==> config.mk <==
export PLATFORM = sky130hd
export DESIGN_NAME = fpba_core
export DESIGN_NICKNAME = d
export VERILOG_FILES = /design/src/design/fpba_core.v
export VERILOG_INCLUDE_DIRS = /design/src /design/src/design
export SDC_FILE = /design/constraint.sdc
export NUM_CORES = 1
export LEC_CHECK = 0
export BUFFER_PORTS_ARGS = -buffer_cell sky130_fd_sc_hd__buf_2
export CORE_MARGIN = 2
export CORE_UTILIZATION = 59
export DETAILED_ROUTE_END_ITERATION = 6
export PLACE_DENSITY = 0.81
export SYNTH_ARGS = -nofsm -noshare
export SYNTH_HDL_FRONTEND = slang
export SYNTH_SLANG_ARGS = --single-unit
==> constraint.sdc <==
create_clock -name clk -period 7.8 [get_ports clk]
set_input_delay 1.56 -clock clk [delete_from_list [all_inputs] [get_ports clk]]
set_output_delay 1.56 -clock clk [all_outputs]
set_load 0.03 [all_outputs]
==> src/design/fpba_defs.vh <==
// Constants for the fetch, pipeline and bank addressing core.
// Assumes a single 40 MHz core clock and an APB register port.
`ifndef FPBA_DEFS_VH
`define FPBA_DEFS_VH

// APB register byte offsets
`define FPBA_OFF_CTRL 12'h000
`define FPBA_OFF_BANK 12'h004
`define FPBA_OFF_WREG 12'h008
`define FPBA_OFF_PC 12'h00c
`define FPBA_OFF_STAT 12'h010

// Reset values
`define FPBA_RST_PC 21'h000000
`define FPBA_RST_BANK 4'h0
`define FPBA_RST_CTRL 1'b0
`define FPBA_RST_IR 16'h0000

// Phase codes, one-hot, bit 0 is phase_one
`define FPBA_PH_ONE 4'h1
`define FPBA_PH_TWO 4'h2
`define FPBA_PH_THREE 4'h4
`define FPBA_PH_FOUR 4'h8

// Program counter step in bytes
`define FPBA_PC_STEP 21'h000002

// Core registers seen in the data map
`define FPBA_ADDR_BANK 12'hfe0
`define FPBA_ADDR_WREG 12'hfe8
`define FPBA_ADDR_STAT 12'hfd8

// Quick access map split and upper bank
`define FPBA_QA_SPLIT 8'h80
`define FPBA_QA_HI_BANK 4'hf
`define FPBA_QA_LO_BANK 4'h0

// Opcode fields
`define FPBA_SECOND_TAG 4'hf
`define FPBA_OP_MOVE_FULL 4'hc
`define FPBA_OP_GOTO 8'hef
`define FPBA_OP_LOAD_BANK 8'h01
`define FPBA_OP_MOVLW 8'h0e
`define FPBA_OP_MOVWF 7'h37
`define FPBA_OP_MOVF 6'h14
`define FPBA_OP_ADDWF 6'h09
`define FPBA_OP_BRA 5'h1a

// Status flag positions
`define FPBA_ST_C 0
`define FPBA_ST_Z 2
`define FPBA_ST_N 4

`endif

==> src/design/fpba_core.v <==
// Instruction sequencer and data address former of a small 8-bit core.
// Assumes synchronous program and data memories on clk with combinational
// read data, and an APB master for run control and observation.
// A stop request takes effect at the next instruction-cycle boundary.
//
// Behaviour
// - Input clock divided by four into phases one to four.
// - PC advances in phase one; next word latched in phase four.
// - Fetch overlaps execute; one instruction completes per cycle.
// - PC-changing instructions flush the prefetched word; a branch takes two cycles, a goto three.
// - IR loads phase one; operand read phase two; result written phase four.
// - Byte-addressed program memory; PC steps by two, bit zero zero.
// - Absolute jump loads word address into PC bits 20 down to 1.
// - Branch offset counts words, so PC moves twice the offset.
// - Second words carry 1111 on top, twelve literal bits below.
// - Lone 1111 word executes as no-operation.
// - Data addresses are 12 bits: sixteen banks of 256 bytes.
// - Unimplemented data locations read as zero.
// - Quick access map reaches core registers without bank_select.
// - Banked address is bank_select above the 8-bit offset.
// - Only four bank_select bits stored; upper four read zero.
// - load_bank_literal writes its immediate into bank_select.
// - Unimplemented bank writes dropped; status flags still update.
// - move_full_address uses full 12-bit addresses, ignoring bank_select.
// - Access bit one uses bank_select; zero uses quick access map.
// - Quick map low half is bank 0, high half bank 15.
`include "fpba_defs.vh"

module fpba_core #(
    parameter PC_W = 21,
    parameter DM_BANKS = 16
) (
    input wire clk,
    input wire reset,
    input wire psel,
    input wire penable,
    input wire pwrite,
    input wire [11:0] paddr,
    input wire [31:0] pwdata,
    output reg [31:0] prdata,
    output reg pready,
    output reg pslverr,
    output reg [PC_W-1:0] pm_addr,
    output reg pm_rd,
    input wire [15:0] pm_rdata,
    output reg [11:0] dm_addr,
    output reg dm_rd,
    output reg dm_wr,
    output reg [7:0] dm_wdata,
    input wire [7:0] dm_rdata,
    output reg [3:0] phase
);

    // Run control from the register port
    reg run_reg;
    // Fetch stage: counter and the word latched in phase four
    reg [PC_W-1:0] pc_reg;
    reg [15:0] fetch_reg;
    // Execute stage: word under decode and whether it is a bubble
    reg [15:0] ir_reg;
    reg ir_valid_reg;
    reg flush_reg;
    // Pairing of two-word instructions; the first word parks its byte here
    reg pend_second_reg;
    reg in_second_reg;
    reg first_goto_reg;
    reg [7:0] hold_reg;
    // Core registers that also appear in the data map
    reg [3:0] bank_reg;
    reg [7:0] w_reg;
    reg [7:0] stat_reg;
    // Operand and pending write, carried from phase three to phase four
    reg [7:0] opnd_reg;
    reg [7:0] result_reg;
    reg [11:0] waddr_reg;
    reg wr_pend_reg;

    // Decode of the word in the instruction register
    reg is_lone;
    reg is_move_full;
    reg is_goto;
    reg is_load_bank;
    reg is_movlw;
    reg is_movwf;
    reg is_movf;
    reg is_addwf;
    reg is_bra;
    reg needs_read;
    reg [11:0] exec_addr;
    reg [8:0] sum;
    reg [7:0] rd_value;
    reg [31:0] apb_rdata;
    reg apb_hit;

    // Offset and access-select fields of a one-word instruction
    wire [7:0] off = ir_reg[7:0];
    wire acc_bit = ir_reg[8];
    // Register port phases; a write lands only in its access cycle
    wire apb_setup = psel & ~penable;
    wire apb_wr = psel & penable & pready & pwrite;
    // cycle boundary halt
    // A stop request lets the current cycle finish and parks in phase one,
    // so no strobe or half-done write is frozen; a stop costs up to 3 clocks
    wire seq_step = run_reg | (phase != `FPBA_PH_ONE);

    // Quick access or banked address, full address for moves
    always @* begin
        // lone second word
        // A tag word outside its pair must not touch memory
        is_lone = (ir_reg[15:12] == `FPBA_SECOND_TAG) && !in_second_reg;
        // Opcode matches; any word left unmatched runs as a no-operation
        is_move_full = ir_reg[15:12] == `FPBA_OP_MOVE_FULL;
        is_goto = ir_reg[15:8] == `FPBA_OP_GOTO;
        is_load_bank = (ir_reg[15:8] == `FPBA_OP_LOAD_BANK) && (ir_reg[7:4] == 4'h0);
        is_movlw = ir_reg[15:8] == `FPBA_OP_MOVLW;
        is_movwf = ir_reg[15:9] == `FPBA_OP_MOVWF;
        is_movf = ir_reg[15:10] == `FPBA_OP_MOVF;
        is_addwf = ir_reg[15:10] == `FPBA_OP_ADDWF;
        is_bra = ir_reg[15:11] == `FPBA_OP_BRA;
        // Data address: second-word literal, full move, banked or quick map
        // full address move
        if (in_second_reg) begin
            exec_addr = ir_reg[11:0];
        end else if (is_move_full) begin
            exec_addr = ir_reg[11:0];
        end else if (acc_bit) begin
            exec_addr = {bank_reg, off};
        end else if (off < `FPBA_QA_SPLIT) begin
            exec_addr = {`FPBA_QA_LO_BANK, off};
        end else begin
            exec_addr = {`FPBA_QA_HI_BANK, off};
        end
        // Only operand-reading instructions strobe the memory; second words never do
        needs_read = ir_valid_reg && !in_second_reg && !is_lone && (is_move_full || is_movf || is_addwf);
        // Carry kept in bit eight for the status flags
        sum = {1'b0, w_reg} + {1'b0, opnd_reg};
    end

    // Operand source: core registers, memory or zero
    // Core registers live in flops, so the array copy at their address is never read
    always @* begin
        if (dm_addr == `FPBA_ADDR_BANK) begin
            rd_value = {4'h0, bank_reg};
        end else if (dm_addr == `FPBA_ADDR_WREG) begin
            rd_value = w_reg;
        end else if (dm_addr == `FPBA_ADDR_STAT) begin
            rd_value = stat_reg;
        end else if ({28'h0, dm_addr[11:8]} >= DM_BANKS) begin
            rd_value = 8'h00;
        end else begin
            // Implemented bank: the byte strobed out in phase two
            rd_value = dm_rdata;
        end
    end

    // APB read mux, prepared in the setup cycle
    always @* begin
        // Unlisted offsets read zero and raise the error response
        apb_hit = 1'b1;
        case (paddr)
            `FPBA_OFF_CTRL: apb_rdata = {31'h0, run_reg};
            `FPBA_OFF_BANK: apb_rdata = {28'h0, bank_reg};
            `FPBA_OFF_WREG: apb_rdata = {24'h0, w_reg};
            `FPBA_OFF_PC: apb_rdata = {{(32-PC_W){1'b0}}, pc_reg};
            // Status word: instruction, flags, pairing and flush state, phase
            `FPBA_OFF_STAT: apb_rdata = {ir_reg, stat_reg, 1'b0, pend_second_reg, flush_reg, 1'b0, phase};
            default: begin
                apb_rdata = 32'h0;
                apb_hit = 1'b0;
            end
        endcase
    end

    // APB slave: zero wait states, error on unmapped address
    always @(posedge clk or posedge reset) begin
        if (reset) begin
            prdata <= 32'h0;
            pready <= 1'b0;
            pslverr <= 1'b0;
            run_reg <= `FPBA_RST_CTRL;
        end else begin
            // Answer one cycle after setup; an access phase without setup gets none
            pready <= apb_setup;
            pslverr <= apb_setup & ~apb_hit;
            // Read data captured at setup so it stands through the access cycle
            if (apb_setup) begin
                prdata <= apb_rdata;
            end
            // Writes to read-only or unmapped offsets fall through unused
            if (apb_wr && paddr == `FPBA_OFF_CTRL) begin
                run_reg <= pwdata[0];
            end
        end
    end

    // Phase sequencer and pipeline
    always @(posedge clk or posedge reset) begin
        if (reset) begin
            phase <= `FPBA_PH_ONE;
            pc_reg <= `FPBA_RST_PC;
            fetch_reg <= `FPBA_RST_IR;
            ir_reg <= `FPBA_RST_IR;
            ir_valid_reg <= 1'b0;
            flush_reg <= 1'b1;
            pend_second_reg <= 1'b0;
            in_second_reg <= 1'b0;
            first_goto_reg <= 1'b0;
            hold_reg <= 8'h00;
            // Core registers start cleared
            bank_reg <= `FPBA_RST_BANK;
            w_reg <= 8'h00;
            stat_reg <= 8'h00;
            opnd_reg <= 8'h00;
            result_reg <= 8'h00;
            waddr_reg <= 12'h000;
            wr_pend_reg <= 1'b0;
            // Memory side idle until run is set
            pm_addr <= {PC_W{1'b0}};
            pm_rd <= 1'b0;
            dm_addr <= 12'h000;
            dm_rd <= 1'b0;
            dm_wr <= 1'b0;
            dm_wdata <= 8'h00;
        end else begin
            // Register port write to bank_select; core write below wins
            if (apb_wr && paddr == `FPBA_OFF_BANK) begin
                bank_reg <= pwdata[3:0];
            end
            if (seq_step) begin
                // divide by four
                // Each state lasts one clock; four make an instruction cycle
                phase <= {phase[2:0], phase[3]};
                case (phase)
                    `FPBA_PH_ONE: begin
                        ir_reg <= fetch_reg;
                        ir_valid_reg <= ~flush_reg;
                        in_second_reg <= pend_second_reg & ~flush_reg;
                        pend_second_reg <= 1'b0;
                        flush_reg <= 1'b0;
                        // write strobe ends
                        // The memory stored the byte at this edge; holding the strobe
                        // into phase three would write it again at the next operand address
                        dm_wr <= 1'b0;
                        pm_addr <= pc_reg;
                        pm_rd <= 1'b1;
                        pc_reg <= {pc_reg[PC_W-1:1] + 1'b1, 1'b0};
                    end
                    `FPBA_PH_TWO: begin
                        dm_addr <= exec_addr;
                        // Bubbles and lone second words leave the read strobe low
                        dm_rd <= needs_read;
                    end
                    `FPBA_PH_THREE: begin
                        // Operand taken while the read strobe still stands
                        opnd_reg <= rd_value;
                        dm_rd <= 1'b0;
                        // Write target and value settle here so phase four only drives pins
                        wr_pend_reg <= 1'b0;
                        if (ir_valid_reg && in_second_reg && !first_goto_reg) begin
                            waddr_reg <= ir_reg[11:0];
                            result_reg <= hold_reg;
                            wr_pend_reg <= 1'b1;
                        end else if (ir_valid_reg && !in_second_reg && !is_lone) begin
                            waddr_reg <= exec_addr;
                            if (is_movwf) begin
                                result_reg <= w_reg;
                                wr_pend_reg <= 1'b1;
                            end else if (is_movf && ir_reg[9]) begin
                                result_reg <= rd_value;
                                wr_pend_reg <= 1'b1;
                            end else if (is_addwf && ir_reg[9]) begin
                                result_reg <= w_reg + rd_value;
                                wr_pend_reg <= 1'b1;
                            end
                        end
                    end
                    `FPBA_PH_FOUR: begin
                        fetch_reg <= pm_rdata;
                        pm_rd <= 1'b0;
                        dm_wr <= 1'b0;
                        // Core registers take the byte instead of the array
                        if (wr_pend_reg) begin
                            dm_addr <= waddr_reg;
                            dm_wdata <= result_reg;
                            if (waddr_reg == `FPBA_ADDR_BANK) begin
                                bank_reg <= result_reg[3:0];
                            end else if (waddr_reg == `FPBA_ADDR_WREG) begin
                                w_reg <= result_reg;
                            end else if (waddr_reg == `FPBA_ADDR_STAT) begin
                                stat_reg <= result_reg;
                            end else if ({28'h0, waddr_reg[11:8]} < DM_BANKS) begin
                                dm_wr <= 1'b1;
                            end
                        end
                        if (ir_valid_reg && in_second_reg && first_goto_reg) begin
                            pc_reg <= {ir_reg[11:0], hold_reg, 1'b0};
                            flush_reg <= 1'b1;
                        end else if (ir_valid_reg && !in_second_reg && !is_lone) begin
                            if (is_move_full) begin
                                // pair with next word
                                // Source byte parked until the destination word arrives
                                hold_reg <= opnd_reg;
                                first_goto_reg <= 1'b0;
                                pend_second_reg <= 1'b1;
                            end else if (is_goto) begin
                                // Low eight target bits parked for the second word
                                hold_reg <= ir_reg[7:0];
                                first_goto_reg <= 1'b1;
                                pend_second_reg <= 1'b1;
                            end else if (is_load_bank) begin
                                bank_reg <= ir_reg[3:0];
                            end else if (is_movlw) begin
                                // Literal straight to the working register
                                w_reg <= ir_reg[7:0];
                            end else if (is_bra) begin
                                // twice the offset
                                // PC already two words past the branch, hence the step back
                                pc_reg <= pc_reg - `FPBA_PC_STEP + {{(PC_W-12){ir_reg[10]}}, ir_reg[10:0], 1'b0};
                                flush_reg <= 1'b1;
                            end else if (is_movf) begin
                                if (!ir_reg[9]) begin
                                    w_reg <= opnd_reg;
                                end
                                // Zero and negative from the operand; carry untouched
                                stat_reg[`FPBA_ST_Z] <= opnd_reg == 8'h00;
                                stat_reg[`FPBA_ST_N] <= opnd_reg[7];
                            end else if (is_addwf) begin
                                if (!ir_reg[9]) begin
                                    w_reg <= sum[7:0];
                                end
                                // Carry out of bit seven
                                stat_reg[`FPBA_ST_C] <= sum[8];
                                stat_reg[`FPBA_ST_Z] <= sum[7:0] == 8'h00;
                                stat_reg[`FPBA_ST_N] <= sum[7];
                            end
                        end
                    end
                    default: begin
                        // Recover from a corrupted ring
                        phase <= `FPBA_PH_ONE;
                    end
                endcase
            end else begin
                // Parked in phase one: drop a write strobe left from phase four
                dm_wr <= 1'b0;
            end
        end
    end

endmodule

==> Word level (Yosys, flattened, before mapping) <==
Cells that the tools add are included.
{ "totals": {"regBits": 198, "inputBits": 73, "out_inout_bits": 82, "wordCells": 235} }
{ "classes": {"n_addsub": 5, "n_lt_le_gt_ge": 1, "n_eq_ne": 35, "n_mux": 111, "bitwise": 13, "reduce_logical": 42} }
{ "ops": {"columns": ["op", "count"], "rows": [
  ["2-to-1 mux 8 bit", 24],
  ["one-hot mux 32 bit (5 select lines)", 1],
  ["2-to-1 mux 21 bit", 7],
  ["2-to-1 mux 12 bit", 7],
  ["== test 12 bit, second input constant", 6],
  ["2-to-1 mux 1 bit", 50],
  ["2-to-1 mux 4 bit", 11],
  ["one-hot mux 21 bit (2 select lines)", 1],
  ["== test 12 x 4 -> 1 bit, second input constant", 2],
  ["one-hot mux 12 bit (2 select lines)", 1],
  ["adder 21 bit", 1],
  ["inequality test 3 bit, second input constant", 7],
  ["subtractor 21 x 2 -> 21 bit, second input constant", 1],
  ["adder 20 x 1 -> 20 bit, second input constant", 1],
  ["2-to-1 mux 5 bit", 4],
  ["logical NOT 8 bit", 2],
  ["== test 12 x 3 -> 1 bit, second input constant", 1],
  ["== test 12 x 5 -> 1 bit, second input constant", 1],
  ["== test 4 bit, second input constant", 3],
  ["logical AND 1 bit", 12],
  ["logical NOT 12 bit", 1],
  ["one-hot mux 1 bit (2 select lines)", 5],
  ["AND reduction 2 bit", 5],
  ["AND reduction 5 bit", 2],
  ["30 further kinds", 51]
]} }

==> Logic depth before layout (Yosys ltp) <==
Gate-level depths: netlist of run 1.
{ "logic_depth": {"depth_word": 14, "depth_mapped": 15, "ltp_nobuf": 14} }

==> Worst setup path before layout of run 1 <==
No wires, ideal clock.
{ "synth_timing": {"path_kind": "input -> register", "startpoint": "input port dm_rdata[0]", "endpoint": "register result_reg[4]", "setup_time_ns": 0.124, "arrival_time_ns": 3.409, "required_time_ns": 7.676, "path_slack_ns": 4.266, "path_stages": 12, "n_path_buf": 0, "cell_sequence": "o21ai_0 > a31oi_1 > a21o_1 > ha_1 > fa_1 > a21o_1 > a21oi_1 > xnor2_1 > a21boi_0 > o31a_1 > a2bb2oi_1 > a21oi_1"} }
{ "synth_via": {"elab_chain_len": 9} }
{ "synth_lines": {"columns": ["item", "line", "source"], "rows": [
  ["start: declaration", "fpba_core.v:50", "input wire [7:0] dm_rdata,"],
  ["2-to-1 mux 8 bit", "fpba_core.v:146", "end else if (dm_addr == `FPBA_ADDR_STAT) begin"],
  ["2-to-1 mux 8 bit", "fpba_core.v:144", "end else if (dm_addr == `FPBA_ADDR_WREG) begin"],
  ["2-to-1 mux 8 bit", "fpba_core.v:142", "if (dm_addr == `FPBA_ADDR_BANK) begin"],
  ["via rd_value[0]", "fpba_core.v:91", "reg [7:0] rd_value;"],
  ["adder 8 bit", "fpba_core.v:272", "result_reg <= w_reg + rd_value;"],
  ["2-to-1 mux 8 bit", "fpba_core.v:271", "end else if (is_addwf && ir_reg[9]) begin"],
  ["2-to-1 mux 8 bit", "fpba_core.v:268", "end else if (is_movf && ir_reg[9]) begin"],
  ["2-to-1 mux 8 bit", "fpba_core.v:265", "if (is_movwf) begin"],
  ["2-to-1 mux 8 bit", "fpba_core.v:263", "end else if (ir_valid_reg && !in_second_reg && !is_lone) begin"],
  ["2-to-1 mux 8 bit", "fpba_core.v:259", "if (ir_valid_reg && in_second_reg && !first_goto_reg) begin"],
  ["end signal: assignment", "fpba_core.v:261", "result_reg <= hold_reg;"],
  ["end signal: assignment", "fpba_core.v:266", "result_reg <= w_reg;"],
  ["end signal: assignment", "fpba_core.v:269", "result_reg <= rd_value;"],
  ["end: declaration", "fpba_core.v:74", "reg [7:0] result_reg;"]
]} }
The timed path passes the listed nets, and every way through them passes these cells. The select of a mux whose other input is x is not followed.
A chain may end at the register's enable or synchronous reset.

==> Worst setup path in the final report of run 1 <==
{ "layout_timing": {"startpoint": "register dm_addr[2]", "endpoint": "register result_reg[7]"} }
{ "layout_via": {"elab_chain_len": 10, "word_cells_on_any_way": 12, "classes_between": "add/sub (1); eq/ne (3); mux (8)"} }
{ "layout_lines": {"columns": ["item", "line", "source"], "rows": [
  ["start: declaration", "fpba_core.v:46", "output reg [11:0] dm_addr,"],
  ["start signal: assignment", "fpba_core.v:249", "dm_addr <= exec_addr;"],
  ["start signal: assignment", "fpba_core.v:283", "dm_addr <= waddr_reg;"],
  ["== test 12 bit (no line)", null, null],
  ["2-to-1 mux 8 bit", "fpba_core.v:146", null],
  ["2-to-1 mux 8 bit", "fpba_core.v:144", null],
  ["2-to-1 mux 8 bit *", "fpba_core.v:142", null],
  ["via rd_value[1]", "fpba_core.v:91", null],
  ["adder 8 bit *", "fpba_core.v:272", null],
  ["2-to-1 mux 8 bit *", "fpba_core.v:271", null],
  ["2-to-1 mux 8 bit *", "fpba_core.v:268", null],
  ["2-to-1 mux 8 bit *", "fpba_core.v:265", null],
  ["2-to-1 mux 8 bit *", "fpba_core.v:263", null],
  ["2-to-1 mux 8 bit *", "fpba_core.v:259", null]
]} }
Mark *: on every way through the listed nets, which the timed path passes. The rest lies on a longest branch. The select of a mux whose other input is x is not followed.

==> impl_metrics.env, run 1 <==
export IMPL_fin_crit_sh=0.510
export IMPL_drtIter0Drc=1275
export IMPL_io_buffers=125
export IMPL_fin_crit_ps=3980
export IMPL_violations="DRC"
export IMPL_largest_reg_flops=32
export IMPL_ctsResizeCount=0
export IMPL_crit_fanout=14
export IMPL_cts_setup_buffers=0
export IMPL_synthAdderAreaFrac=0.0613
export IMPL_synth_xor_area_frac=0.0141
export IMPL_wl_met2_mm=16.1
export IMPL_synth_edff_count=0
export IMPL_ys_async_sr_fraction=1.00
export IMPL_syn_to_final_growth_pct=10.8
export IMPL_synth_seq_area_share=0.416
export IMPL_required_ps=8080
export IMPL_top_level_ports=155
export IMPL_antenna_found_initial=0
export IMPL_place_gp_congestion=0.992
export IMPL_die_area_um2=21100
export IMPL_cts_buffers=17
export IMPL_grt_start_max_net_pins=127
export IMPL_status="finished with violations"
export IMPL_reg2reg_to="result_reg[7]"
export IMPL_grt_pass1_wl_mm=59.3
export IMPL_regArea_um2=4910
export IMPL_crit_path_start_kind="flop"
export IMPL_rsz0062_at_grt="no"
export IMPL_dr_pass1_iters=7
export IMPL_cpMaxStageDelayCell="or2_2"
export IMPL_crit_chain="and4bb_2, nand4_1, or2_2, a31oi_1, a21o_1, ha_1, a21o_1, a21oi_1, o21ai_0, o41ai_1, nand4_1, mux2i_1, o32ai_1"
export IMPL_overflow=0
export IMPL_clk_pin_slew_ps=80
export IMPL_clk_latency_ps=440
export IMPL_cpPeakStageDelay_ps=520
export IMPL_hp_class="flop to flop"
export IMPL_n_fill_cell=1668
export IMPL_cts_tree="built"
export IMPL_drc=2
export IMPL_clk_path_buf_depth=2
export IMPL_vias=11100
export IMPL_antennaDiodeCount=0
export IMPL_fin_nets=1614
export IMPL_dr_wl_met3_mm=4.44
export IMPL_endpoint="result_reg[7]"
export IMPL_syn_area_per_cell_um2=8.38
export IMPL_yosysUniqueCellTypes=80
export IMPL_core_um2=19500
export IMPL_slew_headroom=0.178
export IMPL_synthSimpleGateAreaFrac=0.214
export IMPL_vias_per_cell=6.30
export IMPL_h_tree_depth=4
export IMPL_drtAntennaViolNets=0
export IMPL_crit_start="dm_addr[2]"
export IMPL_grt_use_total=0.359
export IMPL_die_x_um=145
export IMPL_multi_input_area_um2=6280
export IMPL_r2r_slack_ps=3820
export IMPL_hpwlAfterDp_mm=27.6
export IMPL_path_class="flop to flop"
export IMPL_m1WireLength_mm=16.2
export IMPL_placed_area_um2=12500
export IMPL_finalSetupViolCount=0
export IMPL_crit_arrival_ps=4260
export IMPL_synth_ff_type="dfrtp_1"
export IMPL_wl_mm=38.0
export IMPL_synth_compound_area_frac=0.212
export IMPL_syn_area_um2=11800
export IMPL_max_freq_mhz=252
export IMPL_cts_sinks=196
export IMPL_ys_seq_elements=196
export IMPL_dr_max_layer_used="met4"
export IMPL_r2r_start="dm_addr[2]"
export IMPL_dieHeight_um=145
export IMPL_holdBufCountCts=0
export IMPL_hold_viol_final=0
export IMPL_rows=51
export IMPL_synthMuxAreaShare=0.0287
export IMPL_syn_inst=1408
export IMPL_vdd_drop_max_mv=0.137
export IMPL_cp_end_kind="flop"
export IMPL_grt_pass1_vias=10400
export IMPL_start_util=0.604
export IMPL_tns_ps=0
export IMPL_fin_skew_ps=8.98
export IMPL_synth_top_area_share=0.411
export IMPL_p_leak_nw=6.11
export IMPL_synth_top_family_by_area="simple AND/OR/NAND/NOR gates"
export IMPL_yosysTopAreaCell="dfrtp_1"
export IMPL_drt_wirelength_per_cell_um=21.6
export IMPL_root_buffer="clkbuf_16"
export IMPL_fin_area_um2=13100
export IMPL_maxSlewViolCount=0
export IMPL_powerDensity_nw_per_um2=150
export IMPL_drive_gt1_frac=0.140
export IMPL_rr_worst_depth=13
export IMPL_synth_net_count=1537
export IMPL_tightest_slew_ps=1230
export IMPL_ys_top_cells_by_area="dfrtp_1, nand2_1, o21ai_0"
export IMPL_maxCapViolations=0
export IMPL_yosysWarnings=0
[critical path: cells and delay by family (launching register included)]
family                   cells  cell delay [ps]
AO/OA/AOI/OAI                7             1440
AND/OR/NAND/NOR              4             1530
multiplexers                 1              180
adder cells (fa/ha/maj)      1              270
flip-flops                   1              390
[per-layer routing]
metal	GRT usage	vias up
met5	0	-
li1	-	5134
met3	0.0962	98
met2	0.527	683
met4	0.114	0
met1	0.522	5192
[how the worst min path moves through the flow]
stage | startpoint | endpoint | slack (ps) | depth (start not counted)
floorplan | fetch_reg[11] | ir_reg[11] | 440 | 2
global route | fetch_reg[13] | ir_reg[13] | 490 | 2
global placement | prdata[22] | prdata[22] | 450 | 2
CTS | fetch_reg[13] | ir_reg[13] | 470 | 2
detailed placement | fetch_reg[13] | ir_reg[13] | 450 | 2
finish | fetch_reg[13] | ir_reg[13] | 470 | 2
[logic make-up after synthesis]
| logic type | count (synthesis) |
|---|---|
| adders and majority gates | 56 |
| DFF | 196 |
| xor gates and xnor gates | 19 |
| muxes | 32 |
| other | 1 |
| and+or+nand+nor | 537 |
| AOI/OAI and AO/OA | 410 |
| buffers and inverters | 157 |
[report_power, final]
group	internal, mW	total, mW	switching, mW
clock	0.427	0.853	0.426
sequential	1.02	1.02	0.00334
combinational	0.0298	0.0872	0.0574
[synthesized netlist by cell type (all sizes together) (17+ instances only)]
master,instances
buf,21
nand2,280
clkbuf,53
a22oi,25
a21oi,105
ha,53
nand3,42
inv,82
nor3,26
o21ai,158
nor2,81
dfrtp,194
mux2i,17
[cell usage in the layout (no fill, tap or decap), types with 6 or more instances in the layout]
master	instances
mux2i_1	17
and3_1	13
nor2_1	79
o31ai_1	7
a211oi_1	15
nand2_1	280
nor2b_1	13
a22oi_1	25
nand3_1	41
and2_1	7
a21oi_1	103
or3_1	8
inv_1	81
or2_2	8
buf_2	125
a22o_1	6
dfrtp_1	194
a31oi_1	13
o211ai_1	7
o21bai_1	6
a21o_1	14
clkbuf_16	17
nand4_1	14
xnor2_1	14
mux2_2	15
o21ai_0	156
nor3_1	25
buf_4	7
ha_1	53
nor4_1	10
[stage by stage]
step	instances	setup slack [ps]	hold WS (ps)	power, mW	util
2_1_floorplan	1408	903	439	1.10	-
3_3_place_gp	1731	3930	446	1.12	0.641
4_1_cts	1762	3870	469	1.96	0.669
3_5_place_dp	1731	3880	451	1.13	0.641
5_1_grt	1762	3520	492	2.01	0.669
6_report	1762	3820	469	1.96	0.669
[area by class of cell]
cell class | instances | area share
timing repair buffer | 132 | 0.0519
inverter | 83 | 0.0244
clock buffer | 18 | 0.0336
tap | 265 | 0.0254
clock inverter | 13 | 0.00881
sequential | 196 | 0.375
multi-input combinational | 1055 | 0.481
No activity file was read; power rests on OpenSTA's default activity.
==> inputs of run 2 (changes only) <==
--- a/config.mk
+++ b/config.mk
@@ -8,9 +8,9 @@
 export LEC_CHECK = 0
 export BUFFER_PORTS_ARGS = -buffer_cell sky130_fd_sc_hd__buf_2
 export CORE_MARGIN = 2
-export CORE_UTILIZATION = 59
+export CORE_UTILIZATION = 53
 export DETAILED_ROUTE_END_ITERATION = 6
-export PLACE_DENSITY = 0.81
+export PLACE_DENSITY = 0.77
 export SYNTH_ARGS = -nofsm -noshare
 export SYNTH_HDL_FRONTEND = slang
 export SYNTH_SLANG_ARGS = --single-unit
==> constraint.sdc (replaced) <==
create_clock -name clk -period 3.3 [get_ports clk]
set_input_delay 0.66 -clock clk [delete_from_list [all_inputs] [get_ports clk]]
set_output_delay 0.66 -clock clk [all_outputs]
set_load 0.03 [all_outputs]
==> impl_metrics.env, run 2 (same netlist as run 1, synthesis figures left out) <==
export IMPL_drtIter0Drc=1342
export IMPL_crit_chain="and4bb_2, nand4_1, or2_2, a31oi_1, a21o_1, ha_1, a21o_1, a21oi_2, o21ai_1, o41ai_2, buf_4, nand4_1, mux2i_1, o32ai_1"
export IMPL_comb_power_share=0.048
export IMPL_die_x_um=153
export IMPL_tns_ps=0
export IMPL_clk_latency_ps=440
export IMPL_drt_wirelength_per_cell_um=21.1
export IMPL_cp_end_kind="flop"
export IMPL_cts_tree="built"
export IMPL_rows=54
export IMPL_finalSetupViolCount=0
export IMPL_clk_path_buf_depth=2
export IMPL_drive_gt1_frac=0.185
export IMPL_dieHeight_um=153
export IMPL_p_clk_frac=0.453
export IMPL_grt_pass1_vias=10500
export IMPL_largest_reg_flops=32
export IMPL_root_buffer="clkbuf_16"
export IMPL_fin_crit_sh=0.948
export IMPL_crit_fanout=3
export IMPL_crit_path_start_kind="flop"
export IMPL_hpwlAfterDp_mm=29.5
export IMPL_status="complete, no violations"
export IMPL_grt_pass1_wl_mm=60.5
export IMPL_maxSlewViolCount=0
export IMPL_io_buffers=125
export IMPL_slew_headroom=0.451
export IMPL_wl_mm=39.1
export IMPL_utilization=0.631
export IMPL_hp_class="input port to async pin"
export IMPL_vias=11400
export IMPL_path_buf_inv=1
export IMPL_powerDensity_nw_per_um2=350
export IMPL_die_area_um2=23500
export IMPL_vdd_drop_max_mv=0.312
export IMPL_crit_arrival_ps=3450
export IMPL_p_sw_frac=0.242
export IMPL_fin_skew_ps=8.95
export IMPL_power_internal_mw=3.65
export IMPL_path_class="flop to flop"
export IMPL_vias_per_cell=6.16
export IMPL_fin_crit_ps=3130
export IMPL_layout_cells_most_common="nand2_1"
export IMPL_layout_common_cells="nand2_1, dfrtp_1, o21ai_0"
export IMPL_cpMaxStageDelayCell="dfrtp_1"
export IMPL_pwr_share_seq=0.499
export IMPL_core_um2=21800
export IMPL_drtAntennaViolNets=0
export IMPL_top_level_ports=155
export IMPL_r2r_slack_ps=170
export IMPL_required_ps=3620
export IMPL_fin_area_um2=13800
export IMPL_cp_top_family="compound AO/OA/AOI/OAI gates"
export IMPL_grt_start_max_net_pins=87
export IMPL_place_gp_congestion=0.968
export IMPL_h_tree_depth=4
export IMPL_dr_pass1_iters=6
export IMPL_rsz0062_at_grt="no"
export IMPL_syn_to_final_growth_pct=16.7
export IMPL_grt_use_total=0.332
export IMPL_start_util=0.541
export IMPL_antenna_found_initial=1
export IMPL_cts_buffers=17
export IMPL_holdBufCountCts=0
export IMPL_drc=0
export IMPL_hold_viol_final=0
export IMPL_maxCapViolations=0
export IMPL_overflow=0
export IMPL_tightest_slew_ps=822
export IMPL_max_freq_mhz=320
export IMPL_fin_nets=1687
export IMPL_power_switching_mw=1.17
export IMPL_p_leak_nw=6.52
export IMPL_placed_area_um2=13100
export IMPL_cpPeakStageDelay_ps=400
export IMPL_cts_sinks=196
export IMPL_clk_pin_slew_ps=80
[run 2: changes by cell type in the layout (fill, tap and decap cells not counted), sizes merged]
cell,delta
clkinv,+1
inv,-2
bufinv,+2
buf,+73
diode,+2
[run 2: repair_timing]
| action | 4_1_cts | 5_1_grt |
|---|---|---|
| resized for setup | 2 | 9 |
| setup endpoints to repair | 1 | 4 |
| pin swaps | 1 | 2 |
| setup buffers | 1 | 1 |
[run 2: worst min-delay path, delay by kind of cell]
kind / cells / cell delay (ps)
buf+inv: 3 / 510
[run 2: metrics by stage]
stage | cells | power, mW | hold slack (ps) | worst slack (ps)
after floorplan | 1408 | 2.59 | 439 | 101
after global placement | 1817 | 2.68 | 445 | 39.6
after detailed placement | 1817 | 2.68 | 454 | -35.3
after CTS | 1850 | 4.83 | 362 | 5.09
after global routing | 1851 | 4.96 | 371 | 21.4
final | 1853 | 4.82 | 334 | 171
[run 2: path summary, 6_finish.rpt]
check | startpoint | endpoint | depth (start not counted)
max in group asynchronous | reset | fetch_reg[13] | 3
hold reg to reg | prdata[22] | prdata[22] | 2
min in group clk | pm_rdata[13] | fetch_reg[13] | 3
hold / removal | reset | pready | 3
setup / recovery | dm_addr[0] | result_reg[7] | 14
setup reg to reg | dm_addr[0] | result_reg[7] | 14
[run 2: power by group through the flow]
stage	Clock [mW]	Combinational [mW]	Sequential, mW
detailed placement	0	0.225	2.45
global route	2.30	0.256	2.41
floorplan	0	0.134	2.46
finish	2.18	0.229	2.41
global placement	0	0.221	2.45
CTS	2.20	0.227	2.41
[run 2: final cells by class]
class	instances	area [um2]
Antenna cell	2	5.00
Clock buffer	18	439
Clock inverter	14	169
Fill cell	1912	8060
Inverter	83	315
Multi-Input combinational cell	1055	6310
Sequential cell	196	4910
Tap cell	280	350
Timing Repair Buffer	205	1270
[run 2: metal layers]
layer | GRT usage | vias up | part of all wire
met3 | 0.0703 | 116 | 0.11
li1 | - | 5270 | -
met1 | 0.490 | 5409 | 0.43
met4 | 0.131 | 0 | 0.047
met2 | 0.476 | 627 | 0.41
met5 | 0 | - | 0
==> inputs of run 3 (changes only) <==
--- a/config.mk
+++ b/config.mk
@@ -7,10 +7,11 @@
 export NUM_CORES = 1
 export LEC_CHECK = 0
 export BUFFER_PORTS_ARGS = -buffer_cell sky130_fd_sc_hd__buf_2
-export CORE_MARGIN = 2
+export CORE_MARGIN = 1
 export CORE_UTILIZATION = 53
 export DETAILED_ROUTE_END_ITERATION = 6
 export PLACE_DENSITY = 0.77
+export SKIP_CTS_REPAIR_TIMING = 1
 export SYNTH_ARGS = -nofsm -noshare
 export SYNTH_HDL_FRONTEND = slang
 export SYNTH_SLANG_ARGS = --single-unit
==> impl_metrics.env, run 3 (same netlist as run 1, synthesis figures left out) <==
export IMPL_status="complete, no violations"
export IMPL_fin_nets=1680
export IMPL_grt_pass1_vias=10100
export IMPL_hold_viol_final=0
export IMPL_overflow=0
export IMPL_path_buf_inv=1
export IMPL_vias=11500
export IMPL_wl_mm=38.5
export IMPL_die_x_um=151
export IMPL_grt_use_total=0.343
export IMPL_tns_ps=0
export IMPL_root_buffer="clkbuf_16"
export IMPL_required_ps=3640
export IMPL_clk_pin_slew_ps=80
export IMPL_drtAntennaViolNets=0
export IMPL_tightest_slew_ps=787
export IMPL_post_place_ws_ps=-6.12
export IMPL_crit_chain="and4bb_2, nand4_1, or2_4, a31oi_1, a21o_1, ha_1, a21o_1, a21oi_2, o21ai_2, o41ai_2, buf_4, o21ai_0, o32ai_1"
export IMPL_clk_latency_ps=440
export IMPL_finalPower_mw=4.73
export IMPL_cp_top_family="compound AO/OA/AOI/OAI gates"
export IMPL_p_leak_nw=6.47
export IMPL_drc=0
export IMPL_crit_start="dm_addr[0]"
export IMPL_cpPeakStageDelay_ps=400
export IMPL_cts_sinks=196
export IMPL_grt_pass1_wl_mm=58.3
export IMPL_maxCapViolations=0
export IMPL_drive_gt1_frac=0.183
export IMPL_cp_end_kind="flop"
export IMPL_hpwlAfterDp_mm=28.7
export IMPL_r2r_start="dm_addr[0]"
export IMPL_maxSlewViolCount=0
export IMPL_cts_tree="built"
export IMPL_grt_start_max_net_pins=84
export IMPL_cts_buffers=17
export IMPL_max_freq_mhz=316
export IMPL_dieHeight_um=151
export IMPL_dr_pass1_iters=6
export IMPL_cpMaxStageDelayCell="dfrtp_1"
export IMPL_crit_path_start_kind="flop"
export IMPL_worst_hold_slack_ps=328
export IMPL_layout_cells_most_common="nand2_1"
export IMPL_hp_class="input port to async pin"
export IMPL_utilization=0.628
export IMPL_drt_wirelength_per_cell_um=20.8
export IMPL_h_tree_depth=4
export IMPL_use_met3=0.0759
export IMPL_io_buffers=125
export IMPL_die_area_um2=22900
export IMPL_clk_path_buf_depth=2
export IMPL_crit_fanout=4
export IMPL_fin_skew_ps=10.0
export IMPL_slew_headroom=0.475
export IMPL_largest_reg_flops=32
export IMPL_drtIter0Drc=1241
export IMPL_layout_common_cells="nand2_1, dfrtp_1, o21ai_0"
export IMPL_start_util=0.541
export IMPL_fin_crit_sh=0.959
export IMPL_path_class="flop to flop"
export IMPL_rsz0062_at_grt="yes"
export IMPL_core_um2=21800
export IMPL_cpMostUsedCell="a21o_1"
export IMPL_n_fill_cell=1883
export IMPL_antenna_found_initial=1
export IMPL_finalSetupViolCount=0
export IMPL_vdd_drop_max_mv=0.291
export IMPL_place_gp_congestion=0.969
export IMPL_worst_slack_ps=135
export IMPL_grt_busiest_layer="met1"
export IMPL_syn_to_final_growth_pct=16.1
export IMPL_crit_arrival_ps=3510
export IMPL_fin_crit_ps=3170
export IMPL_rows=54
export IMPL_top_level_ports=155
export IMPL_powerDensity_nw_per_um2=345
export IMPL_grt_use_met1=0.495
export IMPL_vias_per_cell=6.21
export IMPL_globalRouteMet2Util=0.495
run 3: report_power, final:
part           internal, mW  leakage, nW  switching, mW
Sequential             2.40         2.56        0.00390
Combinational        0.0869         3.63          0.143
Clock                  1.08        0.281           1.01
Total                  3.57         6.47           1.16
run 3: final timing paths:
check	to	slack, ps	cells past startpoint
worst max-delay path	result_reg[7]	130	13
worst min-delay path	prdata[23]	330	3
worst max register to register	result_reg[7]	130	13
worst min register to register	ir_reg[14]	470	2
max in group asynchronous	ir_reg[5]	2480	3
min in group clk	fetch_reg[9]	400	3
run 3: worst register-to-register path: stages (launching register included):
cell	delay, ps
dfrtp_1	400
and4bb_2	360
nand4_1	180
or2_4	300
a31oi_1	180
a21o_1	190
ha_1	250
a21o_1	170
a21oi_2	170
o21ai_2	90
o41ai_2	260
buf_4	160
o21ai_0	80
o32ai_1	280
run 3: cell type report:
cell class / count / area [um2] / share of cell area
timing repair buffer: 198 / 1230 / 0.0896
clock buffer: 18 / 439 / 0.0320
multi-input combinational: 1055 / 6320 / 0.461
inverter: 83 / 315 / 0.0230
tap: 280 / 350 / 0.0256
sequential: 196 / 4910 / 0.358
antenna: 1 / 2.50 / 0.000183
clock inverter: 14 / 143 / 0.0104
run 3: through the flow:
step / std cells / area, um2
after detailed placement: 1808 / 13000
after floorplan: 1408 / 11800
after global routing: 1844 / 13700
final: 1845 / 13700
after CTS: 1840 / 13600
after global placement: 1808 / 13000
run 3: layer usage:
layer	share of wire	routed length, um
met2	0.42	16300
met1	0.42	16300
met4	0.041	1580
met3	0.11	4270
met5	0.00034	13
